$ cat src/pgpfc_pkg.sv
package pgpfc_pkg;

  // ---------------------------------------------------------------
  // Register map
  // ---------------------------------------------------------------
  localparam logic [31:0] ADDR_LATCH = 32'hffff_83ae;
  localparam logic [31:0] ADDR_DIR   = 32'hffff_83b0;
  localparam logic [31:0] ADDR_SELH  = 32'hffff_83b2;
  localparam logic [31:0] ADDR_SELL  = 32'hffff_83b4;

  // Writable masks and fixed-one read patterns
  localparam logic [15:0] SELH_WMASK = 16'hf555;
  localparam logic [15:0] SELH_ONES  = 16'h0aaa;
  localparam logic [15:0] SELL_WMASK = 16'h557f;
  localparam logic [15:0] SELL_ONES  = 16'haa80;
  localparam logic [15:0] RESET_ZERO = 16'h0000;

  // Field positions
  localparam int P15_SEL = 14;
  localparam int P14_SEL = 12;
  localparam int P13_SEL = 10;
  localparam int P12_SEL = 8;
  localparam int P11_SEL = 6;
  localparam int P10_SEL = 4;
  localparam int P9_SEL  = 2;
  localparam int P8_SEL  = 0;
  localparam int P7_SEL  = 14;
  localparam int P6_SEL  = 12;
  localparam int P5_SEL  = 10;
  localparam int P4_SEL  = 8;
  localparam int P3_SEL  = 6;
  localparam int P2_SEL  = 5;
  localparam int P1_SEL  = 4;
  localparam int P0_SEL  = 2;
  localparam int RQ_SRC  = 0;

  // Two-bit select codes
  localparam logic [1:0] SEL2_PLAIN = 2'h0;
  localparam logic [1:0] SEL2_ALT1  = 2'h1;
  localparam logic [1:0] SEL2_ALT2  = 2'h2;

  typedef struct packed {
    logic [31:0] addr;
    logic [15:0] wdata;
    logic        wr;
    logic        rd;
  } pgpfc_bus_s;

  typedef struct packed {
    logic [15:0] latch;
    logic [15:0] dir;
    logic [15:0] selh;
    logic [15:0] sell;
    logic [15:0] rdata;
  } pgpfc_state_s;

endpackage : pgpfc_pkg

$ cat src/pgpfc_sync.sv
`timescale 1ns/100ps
`default_nettype none
module pgpfc_sync #(
  parameter int W = 16
) (
  // Clock and reset
  input  wire logic         clock,
  input  wire logic         reset_n,
  // Data
  input  wire logic [W-1:0] async_in,
  output logic      [W-1:0] sync_out
);
  logic [W-1:0] meta_q;

  always_ff @(posedge clock or negedge reset_n) begin
    if (!reset_n) begin
      meta_q   <= '0;
      sync_out <= '0;
    end else begin
      meta_q   <= async_in;
      sync_out <= meta_q;
    end
  end
endmodule : pgpfc_sync
`default_nettype wire

$ cat src/pgpfc_top.sv
// Added by the designer: the address-and-strobe port.
`timescale 1ns/100ps
`default_nettype none
module pgpfc_top (
  // Clock and reset
  input  wire logic                   clock,
  input  wire logic                   reset_n,
  // Register port
  input  wire pgpfc_pkg::pgpfc_bus_s  bus,
  output logic [15:0]                 rdata,
  // Pins
  input  wire logic [15:0]            pin_in,
  output logic [15:0]                 pin_out,
  output logic [15:0]                 pin_oe,
  // Timer capture/compare: 0..6 = b5,a5,d4,c4,b4,a4,d3
  input  wire logic [6:0]             timer_cc_out,
  input  wire logic [6:0]             timer_cc_oe,
  output logic [6:0]                  timer_cc_in,
  // Interrupt request inputs
  output logic                        ext_interrupt_in_5,
  output logic                        ext_interrupt_in_4,
  // Serial channels
  output logic                        serial2_rx,
  input  wire logic                   serial2_tx,
  output logic                        serial1_rx,
  input  wire logic                   serial1_tx,
  input  wire logic                   serial1_clk_out,
  input  wire logic                   serial1_clk_oe,
  output logic                        serial1_clk_in,
  output logic                        serial0_rx,
  input  wire logic                   serial0_tx,
  input  wire logic                   serial0_clk_out,
  input  wire logic                   serial0_clk_oe,
  output logic                        serial0_clk_in,
  // Conversion trigger and request output sources
  output logic                        conversion_trigger_in,
  input  wire logic                   interrupt_controller_request,
  input  wire logic                   refresh_request
);

  // ---------------------------------------------------------------
  // State
  // ---------------------------------------------------------------
  pgpfc_pkg::pgpfc_state_s st_q;
  pgpfc_pkg::pgpfc_state_s st_d;
  logic [15:0]             pin_s;
  logic [15:0]             plain;
  logic [15:0]             selh_rd;
  logic [15:0]             sell_rd;
  logic [15:0]             port_rd;
  logic [1:0]              sel15;
  logic [1:0]              sel14;
  logic [1:0]              sel0;
  logic [1:0]              rqsrc;
  logic                    request_output_pin;

  function automatic logic [15:0] masked_write(input logic [15:0] old, input logic [15:0] val,
                                               input logic [15:0] mask);
    masked_write = (old & ~mask) | (val & mask);
  endfunction : masked_write

  // Pins cross from outside: two flops before use
  pgpfc_sync #(.W(16)) u_sync (
    .clock    (clock),
    .reset_n  (reset_n),
    .async_in (pin_in),
    .sync_out (pin_s)
  );

  assign sel15 = st_q.selh[pgpfc_pkg::P15_SEL +: 2];
  assign sel14 = st_q.selh[pgpfc_pkg::P14_SEL +: 2];
  assign sel0  = st_q.sell[pgpfc_pkg::P0_SEL +: 2];
  assign rqsrc = st_q.sell[pgpfc_pkg::RQ_SRC +: 2];

  // ---------------------------------------------------------------
  // Plain-function map
  // ---------------------------------------------------------------
  always_comb begin
    plain[15] = (sel15 == pgpfc_pkg::SEL2_PLAIN);
    plain[14] = (sel14 == pgpfc_pkg::SEL2_PLAIN);
    plain[13] = ~st_q.selh[pgpfc_pkg::P13_SEL];
    plain[12] = ~st_q.selh[pgpfc_pkg::P12_SEL];
    plain[11] = ~st_q.selh[pgpfc_pkg::P11_SEL];
    plain[10] = ~st_q.selh[pgpfc_pkg::P10_SEL];
    plain[9]  = ~st_q.selh[pgpfc_pkg::P9_SEL];
    plain[8]  = ~st_q.selh[pgpfc_pkg::P8_SEL];
    plain[7]  = ~st_q.sell[pgpfc_pkg::P7_SEL];
    plain[6]  = ~st_q.sell[pgpfc_pkg::P6_SEL];
    plain[5]  = ~st_q.sell[pgpfc_pkg::P5_SEL];
    plain[4]  = ~st_q.sell[pgpfc_pkg::P4_SEL];
    plain[3]  = ~st_q.sell[pgpfc_pkg::P3_SEL];
    plain[2]  = ~st_q.sell[pgpfc_pkg::P2_SEL];
    plain[1]  = ~st_q.sell[pgpfc_pkg::P1_SEL];
    plain[0]  = (sel0 == pgpfc_pkg::SEL2_PLAIN);
  end

  // Request output: idle high, low while a chosen source requests
  always_comb begin
    unique case (rqsrc)
      2'h0:    request_output_pin = 1'b1;
      2'h1:    request_output_pin = ~interrupt_controller_request;
      2'h2:    request_output_pin = ~refresh_request;
      default: request_output_pin = ~(interrupt_controller_request | refresh_request);
    endcase
  end

  // ---------------------------------------------------------------
  // Pin drive
  // ---------------------------------------------------------------
  always_comb begin
    // Plain outputs drive the latch; direction 1 is output
    pin_out = st_q.latch;
    pin_oe  = st_q.dir & plain;
    // Timer channels, pins 15..9
    if (sel15 == pgpfc_pkg::SEL2_ALT2) begin
      pin_out[15] = timer_cc_out[0];
      pin_oe[15]  = timer_cc_oe[0];
    end
    if (sel14 == pgpfc_pkg::SEL2_ALT2) begin
      pin_out[14] = timer_cc_out[1];
      pin_oe[14]  = timer_cc_oe[1];
    end
    for (int i = 0; i < 5; i++) begin
      if (!plain[13-i]) begin
        pin_out[13-i] = timer_cc_out[2+i];
        pin_oe[13-i]  = timer_cc_oe[2+i];
      end
    end
    // Request inputs on 15/14 leave the pin undriven
    if (sel15 == pgpfc_pkg::SEL2_ALT1) begin
      pin_oe[15] = 1'b0;
    end
    if (sel14 == pgpfc_pkg::SEL2_ALT1) begin
      pin_oe[14] = 1'b0;
    end
    if (!plain[8]) begin
      pin_oe[8] = 1'b0;
    end
    if (!plain[7]) begin
      pin_out[7] = serial2_tx;
      pin_oe[7]  = 1'b1;
    end
    if (!plain[6]) begin
      pin_oe[6] = 1'b0;
    end
    if (!plain[5]) begin
      pin_out[5] = serial1_tx;
      pin_oe[5]  = 1'b1;
    end
    if (!plain[4]) begin
      pin_out[4] = serial1_clk_out;
      pin_oe[4]  = serial1_clk_oe;
    end
    if (!plain[3]) begin
      pin_oe[3] = 1'b0;
    end
    if (!plain[2]) begin
      pin_out[2] = serial0_tx;
      pin_oe[2]  = 1'b1;
    end
    if (!plain[1]) begin
      pin_out[1] = serial0_clk_out;
      pin_oe[1]  = serial0_clk_oe;
    end
    if (sel0 == pgpfc_pkg::SEL2_ALT1) begin
      pin_oe[0] = 1'b0;
    end else if (sel0 == pgpfc_pkg::SEL2_ALT2) begin
      pin_out[0] = request_output_pin;
      pin_oe[0]  = 1'b1;
    end
  end

  // ---------------------------------------------------------------
  // Peripheral inputs
  // ---------------------------------------------------------------
  // Unselected serial, request and trigger inputs rest high; timer inputs rest low
  always_comb begin
    timer_cc_in[0]        = (sel15 == pgpfc_pkg::SEL2_ALT2) ? pin_s[15] : 1'b0;
    timer_cc_in[1]        = (sel14 == pgpfc_pkg::SEL2_ALT2) ? pin_s[14] : 1'b0;
    for (int i = 0; i < 5; i++) begin
      timer_cc_in[2+i] = plain[13-i] ? 1'b0 : pin_s[13-i];
    end
    ext_interrupt_in_5    = (sel15 == pgpfc_pkg::SEL2_ALT1) ? pin_s[15] : 1'b1;
    ext_interrupt_in_4    = (sel14 == pgpfc_pkg::SEL2_ALT1) ? pin_s[14] : 1'b1;
    serial2_rx            = plain[8] ? 1'b1 : pin_s[8];
    serial1_rx            = plain[6] ? 1'b1 : pin_s[6];
    serial1_clk_in        = plain[4] ? 1'b1 : pin_s[4];
    serial0_rx            = plain[3] ? 1'b1 : pin_s[3];
    serial0_clk_in        = plain[1] ? 1'b1 : pin_s[1];
    conversion_trigger_in = (sel0 == pgpfc_pkg::SEL2_ALT1) ? pin_s[0] : 1'b1;
  end

  // ---------------------------------------------------------------
  // Register file
  // ---------------------------------------------------------------
  assign selh_rd = st_q.selh | pgpfc_pkg::SELH_ONES;
  assign sell_rd = st_q.sell | pgpfc_pkg::SELL_ONES;
  // Latch reads back only for plain outputs, pin state otherwise
  assign port_rd = (st_q.latch & st_q.dir & plain) | (pin_s & ~(st_q.dir & plain));

  always_comb begin
    st_d = st_q;
    if (bus.wr) begin
      unique case (bus.addr)
        pgpfc_pkg::ADDR_LATCH: st_d.latch = bus.wdata;
        pgpfc_pkg::ADDR_DIR:   st_d.dir   = bus.wdata;
        pgpfc_pkg::ADDR_SELH:  st_d.selh  = masked_write(st_q.selh, bus.wdata, pgpfc_pkg::SELH_WMASK);
        pgpfc_pkg::ADDR_SELL:  st_d.sell  = masked_write(st_q.sell, bus.wdata, pgpfc_pkg::SELL_WMASK);
        default: ;
      endcase
    end
    st_d.rdata = pgpfc_pkg::RESET_ZERO;
    if (bus.rd) begin
      unique case (bus.addr)
        pgpfc_pkg::ADDR_LATCH: st_d.rdata = port_rd;
        pgpfc_pkg::ADDR_DIR:   st_d.rdata = st_q.dir;
        pgpfc_pkg::ADDR_SELH:  st_d.rdata = selh_rd;
        pgpfc_pkg::ADDR_SELL:  st_d.rdata = sell_rd;
        default:               st_d.rdata = pgpfc_pkg::RESET_ZERO;
      endcase
    end
  end

  always_ff @(posedge clock or negedge reset_n) begin
    if (!reset_n) begin
      st_q.latch <= pgpfc_pkg::RESET_ZERO;
      st_q.dir   <= pgpfc_pkg::RESET_ZERO;
      st_q.selh  <= pgpfc_pkg::RESET_ZERO;
      st_q.sell  <= pgpfc_pkg::RESET_ZERO;
      st_q.rdata <= pgpfc_pkg::RESET_ZERO;
    end else begin
      st_q <= st_d;
    end
  end

  assign rdata = st_q.rdata;

endmodule : pgpfc_top
`default_nettype wire

$ cat config.mk
export PLATFORM = sky130hd
export DESIGN_NAME = pgpfc_top
export DESIGN_NICKNAME = d
export VERILOG_FILES = /design/src/pgpfc_pkg.sv /design/src/pgpfc_sync.sv /design/src/pgpfc_top.sv
export SDC_FILE = /design/constraint.sdc
export NUM_CORES = 1
export LEC_CHECK = 0
export BUFFER_PORTS_ARGS = -buffer_cell sky130_fd_sc_hd__buf_2
export CORE_MARGIN = 2
export CORE_UTILIZATION = 40
export DETAILED_ROUTE_END_ITERATION = 16
export PLACE_DENSITY = 0.68
export SLEW_MARGIN = 40
export SYNTH_ARGS = -nofsm -noshare
export SYNTH_HDL_FRONTEND = slang
export SYNTH_SLANG_ARGS = --single-unit
export TNS_END_PERCENT = 10
$ cat constraint.sdc
create_clock -name clock -period 1.3 [get_ports clock]
set_input_delay 0.13 -clock clock [delete_from_list [all_inputs] [get_ports clock]]
set_output_delay 0.13 -clock clock [all_outputs]
set_load 0.03 [all_outputs]
==> summary.md, run 1 <==
| Metric | Value |
|---|---|
| I/O pin count | `154` |
| Global-route wire length before repair | `21.0 mm` |
| Chip height | `112 um` |
| Data required, critical path | `1.17 ns` |
| Slowest-stage cell, CP | `dfrtp_2` |
| Synth Warn # | `0` |
| Most used flip-flop cell after synthesis | `dfrtp_1` |
| Area leader, netlist | `dfrtp_1` |
| Overflow after GRT | `0` |
| Fin crit share | `118%` |
| Lkg Pwr | `3.52 nW` |
| Reg2reg end | `rdata[14]$_DFF_PN0_` |
| PwrDens | `887 mW/mm^2` |
| Largest stage delay, worst path | `0.46 ns` |
| Hold crit path type | `in2reg` |
| Sink Count | `101` |
| IO Port Bufs | `153` |
| Top cells by count, synth | `dfrtp_1, mux2_2, nand2_1` |
| Synth top area share | `54.6%` |
| Fin util | `62.2%` |
| Final setup fails | `76` |
| GRT Overall Usage | `21.5%` |
| Setup CP Type | `reg2out` |
| Crit. End Element | `primary output` |
| R2R Setup Slk | `-0.12 ns` |
| Dominant cells by area after synthesis | `dfrtp_1, mux2_2, buf_4` |
| H-tree levels | `3` |
| DRT Wirelength | `14.1 mm` |
| Root buf cell | `clkbuf_16` |
| CTS tree | `done` |
| Max clock buf depth | `2` |
| Area grow syn2layout | `53.0%` |
| Avg Inst Size Synth | `11.9 um^2` |
| Via count of the first global-routing pass | `4064` |
| Wire per inst | `18.7 um` |
| Fin crit period | `1.54 ns` |
| Gate Count Post-Synth | `388` |
| Vias | `3923` |
| Sequential share of the synthesized area | `54.6%` |
| Routed vias/inst | `5.22` |
| Buffers & Inverters on Critical Path | `1` |
| Worst Tran Pin Value | `0.401 ns` |
| Initial antenna violation count | `1` |
| Final #Nets | `693` |
| Placed standard-cell area | `0.00585 mm^2` |
| Final hold vios | `0` |
| Pwr Total | `6.28 mW` |
| Std-Cell Rows | `39` |
| Clock Skew | `0.00695 ns` |
| Iter 0 DRT Violations | `133` |
| Run status | `finished, violations left` |
| Family with the most delay on the worst path | `flip-flops` |
| Drt pass-1 iters | `4` |
| RD Place Congestion | `0.816` |
| Antenna-violating nets left | `0` |
| Share of cells above drive strength 1 | `60.0%` |
| Most common cell in the synthesized netlist | `dfrtp_1` |
| Hold Slack | `0.0242 ns` |
| Largest net degree at the start of global routing | `28` |
| Headroom to the max-slew limit | `73.3%` |
| Final worst slack | `-0.235 ns` |
| Failing checks | `setup timing` |
| Count of final max-slew check failures | `0` |
| Max VDD drop | `608 uV` |
| Num CTS Buffers | `9` |
| Unrepaired setup endpoints after global routing | `yes` |
| CP max FO | `3` |
| Final TNS setup | `-8.12 ns` |
| Skew-Pair Late Insertion Delay | `0.35 ns` |
| Fmax | `0.651 GHz` |
| Unique masters post-synth | `42` |
| Dpl cells | `702` |
| Synthesized flop and latch total | `101` |
| Detail Placement HPWL | `9.27 mm` |
| Hold path start | `bus[13]` |
| CP Cell Sequence | `nor2b_4 > mux2_4 > buf_6` |
| Min-Delay Endpoint | `st_q[59]$_DFFE_PN0P_` |
| Die X | `112 um` |
| Hold path cells | `2` |
| Post-Syn Nets | `479` |
| EDFF count, synth | `0` |
| Fillers | `893` |
| Clock slew at reported path FFs | `0.07 ns` |
| Total core area | `0.0114 mm^2` |
| Pre-CTS WS | `-0.601 ns` |
| Worst Path Arrival | `1.41 ns` |
| R2R Path Start | `sel14[0]$_DFFE_PN0P_` |
| Initial Util | `40.7%` |
| Finished Layout Cells | `751` |
| Design Area, Final | `0.00708 mm^2` |
| Critical path launch point type | `flip-flop` |
| Full die area | `0.0124 mm^2` |
| Async set or reset register ratio after synthesis | `100%` |
| Max-Cap Viols | `0` |
| Cell area after synthesis | `0.00463 mm^2` |
| Post-route DRC violation count | `0` |
| Reg2Reg Depth | `6` |
[area by class of cell]
class	instances	area (um^2)	area share, %
antenna	1	2.50	0.0354
clock buffer	11	243	3.43
clock inverter	5	43.8	0.619
inverter	4	15.0	0.212
multi-input combinational	251	2240	31.7
sequential	101	2540	35.9
tap	143	179	2.53
timing repair buffer	235	1810	25.5
[metal layers]
layer  part of all wire [%]  track usage [%]
met1                     40             27.1
met2                     51             36.8
met3                    6.9             5.23
met4                    1.8             6.83
met5                      0                0
[logic make-up after synthesis]
group                  synth area share [%]
AO/OA/AOI/OAI                          7.28
AND/OR/NAND/NOR                        14.0
buffers and inverters                  5.11
multiplexers                           19.0
flip-flops                             54.6
[worst max path at each step]
stage | from | to | slack, ns | cells after the start
final | sel14[0]$_DFFE_PN0P_ | pin_out[14] | -0.24 | 3
after global routing | sel14[0]$_DFFE_PN0P_ | pin_out[14] | -0.26 | 3
after CTS | sel14[0]$_DFFE_PN0P_ | pin_out[14] | -0.24 | 3
after detailed placement | bus[30] | selh_rd[10]$_DFFE_PN0P_ | -0.60 | 7
after global placement | bus[28] | selh_rd[0]$_DFFE_PN0P_ | -0.52 | 7
after floorplan | bus[30] | rqsrc[1]$_DFFE_PN0P_ | -0.29 | 6
[cell usage in the layout (no fill, tap or decap), types with 9 or more instances in the layout]
master / n
nand2_2: 10
mux2_4: 40
dlygate4sd3_1: 17
buf_2: 113
dfrtp_2: 12
dfrtp_1: 89
nor2_1: 24
nand2b_4: 11
mux2i_1: 9
buf_6: 43
nand2_1: 20
mux2_2: 24
clkbuf_16: 9
buf_4: 52
a21oi_1: 17
[timing repair]
| item | CTS | global route |
|---|---|---|
| setup endpoints to repair | 91 | 97 |
| resized for setup | 131 | 52 |
| hold endpoints to repair | 38 | 0 |
| gates cloned | 1 | 1 |
| hold buffers | 17 | 0 |
| buffers inserted | 9 | 4 |
| pin swaps | 9 | 8 |
[where the power goes]
part | switching, mW | leakage, nW | internal [mW]
Combinational | 0.225 | 2.07 | 0.228
Clock | 1.24 | 0.134 | 1.38
Sequential | 0.0202 | 1.32 | 3.19
Total | 1.48 | 3.52 | 4.79
[worst reg2reg max path: stages (launching register included)]
cell and delay, ns:
dfrtp_2 0.46, buf_4 0.16, nor2_1 0.09, nand2_1 0.06
mux2_2 0.28, a32oi_2 0.18, a21oi_2 0.07
[flip-flops by register name, summed over array words and instances (netlist names), 3 cells and up]
signal	flops
pin_out	3
rdata	16
selh_rd	6
sell_rd	7
st_q	29
u_sync.meta_q	16
u_sync.sync_out	16
Note: power is estimated with default switching activity, not from simulation.
==> inputs of run 2 (changes only) <==
--- a/config.mk
+++ b/config.mk
@@ -6,10 +6,10 @@
 export NUM_CORES = 1
 export LEC_CHECK = 0
 export BUFFER_PORTS_ARGS = -buffer_cell sky130_fd_sc_hd__buf_2
-export CORE_MARGIN = 2
 export CORE_UTILIZATION = 40
 export DETAILED_ROUTE_END_ITERATION = 16
 export PLACE_DENSITY = 0.68
+export REMOVE_ABC_BUFFERS = 1
 export SLEW_MARGIN = 40
 export SYNTH_ARGS = -nofsm -noshare
 export SYNTH_HDL_FRONTEND = slang
==> summary.md, run 2 (synthesis gave the netlist of run 1 again) <==
| Metric | Value |
|---|---|
| Run status | `finished, violations left` |
| Failing checks | `setup timing` |
| Detail Placement HPWL | `9.07 mm` |
| Wl on met1 | `5.50 mm` |
| H-tree levels | `3` |
| Initial Util | `41.9%` |
| Wire per inst | `17.5 um` |
| Fin util | `64.0%` |
| Sequential share of power | `50.5%` |
| Routed wl met3 | `651 um` |
| Unrepaired setup endpoints after global routing | `yes` |
| Clock Skew | `0.0105 ns` |
| Lkg Pwr | `3.50 nW` |
| Logic pwr share | `6.9%` |
| Top Metal Used | `met4` |
| Final worst slack | `-0.205 ns` |
| Clock network power share | `42.6%` |
| Final setup fails | `81` |
| Std-Cell Rows | `38` |
| Area grow syn2layout | `52.6%` |
| CP max FO | `2` |
| Routed vias/inst | `5.23` |
| CTS tree | `done` |
| Commonest cells after routing, fill and taps aside | `buf_2, dfrtp_1, buf_4` |
| P_int | `4.92 mW` |
| RD Place Congestion | `0.882` |
| Fillers | `823` |
| Die X | `110 um` |
| Worst Tran Pin Value | `0.391 ns` |
| Max reg flops | `29` |
| Count of final max-slew check failures | `0` |
| I/O pin count | `154` |
| Skew-Pair Late Insertion Delay | `0.35 ns` |
| Fin crit share | `116%` |
| Final #Nets | `689` |
| Global-route wire length before repair | `20.2 mm` |
| Clock slew at reported path FFs | `0.07 ns` |
| Drt pass-1 iters | `4` |
| Commonest non-fill, non-tap cell in the layout | `buf_2` |
| Headroom to the max-slew limit | `74.0%` |
| Num CTS Buffers | `9` |
| Iter 0 DRT Violations | `105` |
| Setup CP Type | `reg2out` |
| Worst Path Arrival | `1.38 ns` |
| Max VDD drop | `500 uV` |
| Data required, critical path | `1.17 ns` |
| Final hold vios | `0` |
| PwrDens | `901 mW/mm^2` |
| Max-Cap Viols | `0` |
| Chip height | `110 um` |
| Fmax | `0.664 GHz` |
| Critical path launch point type | `flip-flop` |
| Post-route DRC violation count | `0` |
| GRT Overall Usage | `22.6%` |
| Root buf cell | `clkbuf_16` |
| Via count of the first global-routing pass | `4008` |
| Most flops, register | `st_q` |
| Max clock buf depth | `2` |
| Hold crit path type | `in2reg` |
| Crit. End Element | `primary output` |
| Psw | `1.44 mW` |
| Metal2 WL | `6.52 mm` |
| DRT Wirelength | `13.0 mm` |
| Sw frac | `22.7%` |
| Full die area | `0.0120 mm^2` |
| Fin crit period | `1.51 ns` |
| Share of cells above drive strength 1 | `59.7%` |
| Sink Count | `101` |
| Vias | `3893` |
| Hold Slack | `0.0301 ns` |
| Initial antenna violation count | `1` |
| Overflow after GRT | `0` |
| Total core area | `0.0110 mm^2` |
| Largest net degree at the start of global routing | `28` |
| Antenna-violating nets left | `0` |
| IO Port Bufs | `153` |
## run 2: what timing repair did
action	CTS	global route
setup endpoints to repair	92	98
buffers inserted	11	2
cloned	1	0
pin swaps	13	8
hold endpoints to repair	40	0
hold buffers	17	0
resized for setup	137	44
## run 2: final cells by class
cell class | instances | area (um^2) | area share [%]
clock buffers | 9 | 225 | 3.19
well taps | 140 | 175 | 2.48
multi-input cells | 250 | 2210 | 31.3
flip-flops and latches | 101 | 2540 | 36.0
diodes | 1 | 2.50 | 0.0355
clock inverters | 7 | 75.1 | 1.06
repair buffers | 232 | 1810 | 25.7
inverters | 4 | 17.5 | 0.248
## run 2: routing by layer
layer	GRT usage, %	vias to the layer above
met5	0	-
met4	10.2	0
met3	4.09	36
met2	38.9	133
met1	27.8	1944
li1	-	1780
## run 2: power by group through the flow
stage / combinational [mW] / clock, mW / sequential, mW
after global placement: 0.371 / 0 / 3.27
after detailed placement: 0.381 / 0 / 3.27
final: 0.438 / 2.71 / 3.21
after floorplan: 0.0674 / 0 / 3.26
after global routing: 0.484 / 2.87 / 3.21
after CTS: 0.429 / 2.75 / 3.21
## run 2: per-stage QoR
stage          cell area [um^2]  setup TNS [ns]  worst slack (ns)  std cells  total power, mW
2_1_floorplan              4400          -42.50            -0.754        355             3.33
3_3_place_gp               5830          -25.48            -0.499        696             3.64
3_5_place_dp               5830          -27.88            -0.549        696             3.65
4_1_cts                    6870           -5.70            -0.209        741             6.39
5_1_grt                    7060          -11.15            -0.287        744             6.57
6_report                   7060           -5.78            -0.205        744             6.36
## run 2: final timing paths
kind / start / endpoint / slack, ns / depth (start not counted)
worst max-delay path: sel14[1]$_DFFE_PN0P_ / pin_oe[14] / -0.21 / 5
worst min-delay path: bus[13] / st_q[75]$_DFFE_PN0P_ / 0.03 / 2
worst max register to register: sel14[1]$_DFFE_PN0P_ / rdata[14]$_DFF_PN0_ / -0.16 / 7
worst min register to register: u_sync.meta_q[7]$_DFF_PN0_ / u_sync.sync_out[7]$_DFF_PN0_ / 0.35 / 0
max in group asynchronous: reset_n / sel14[0]$_DFFE_PN0P_ / 0.58 / 3
min in group asynchronous: reset_n / u_sync.sync_out[10]$_DFF_PN0_ / 0.24 / 2
## run 2: critical path, cell delays in order (launching register included)
cell     delay, ns
dfrtp_1       0.41
buf_6         0.14
buf_6         0.10
mux2i_1       0.10
nor2_1        0.10
buf_4         0.17
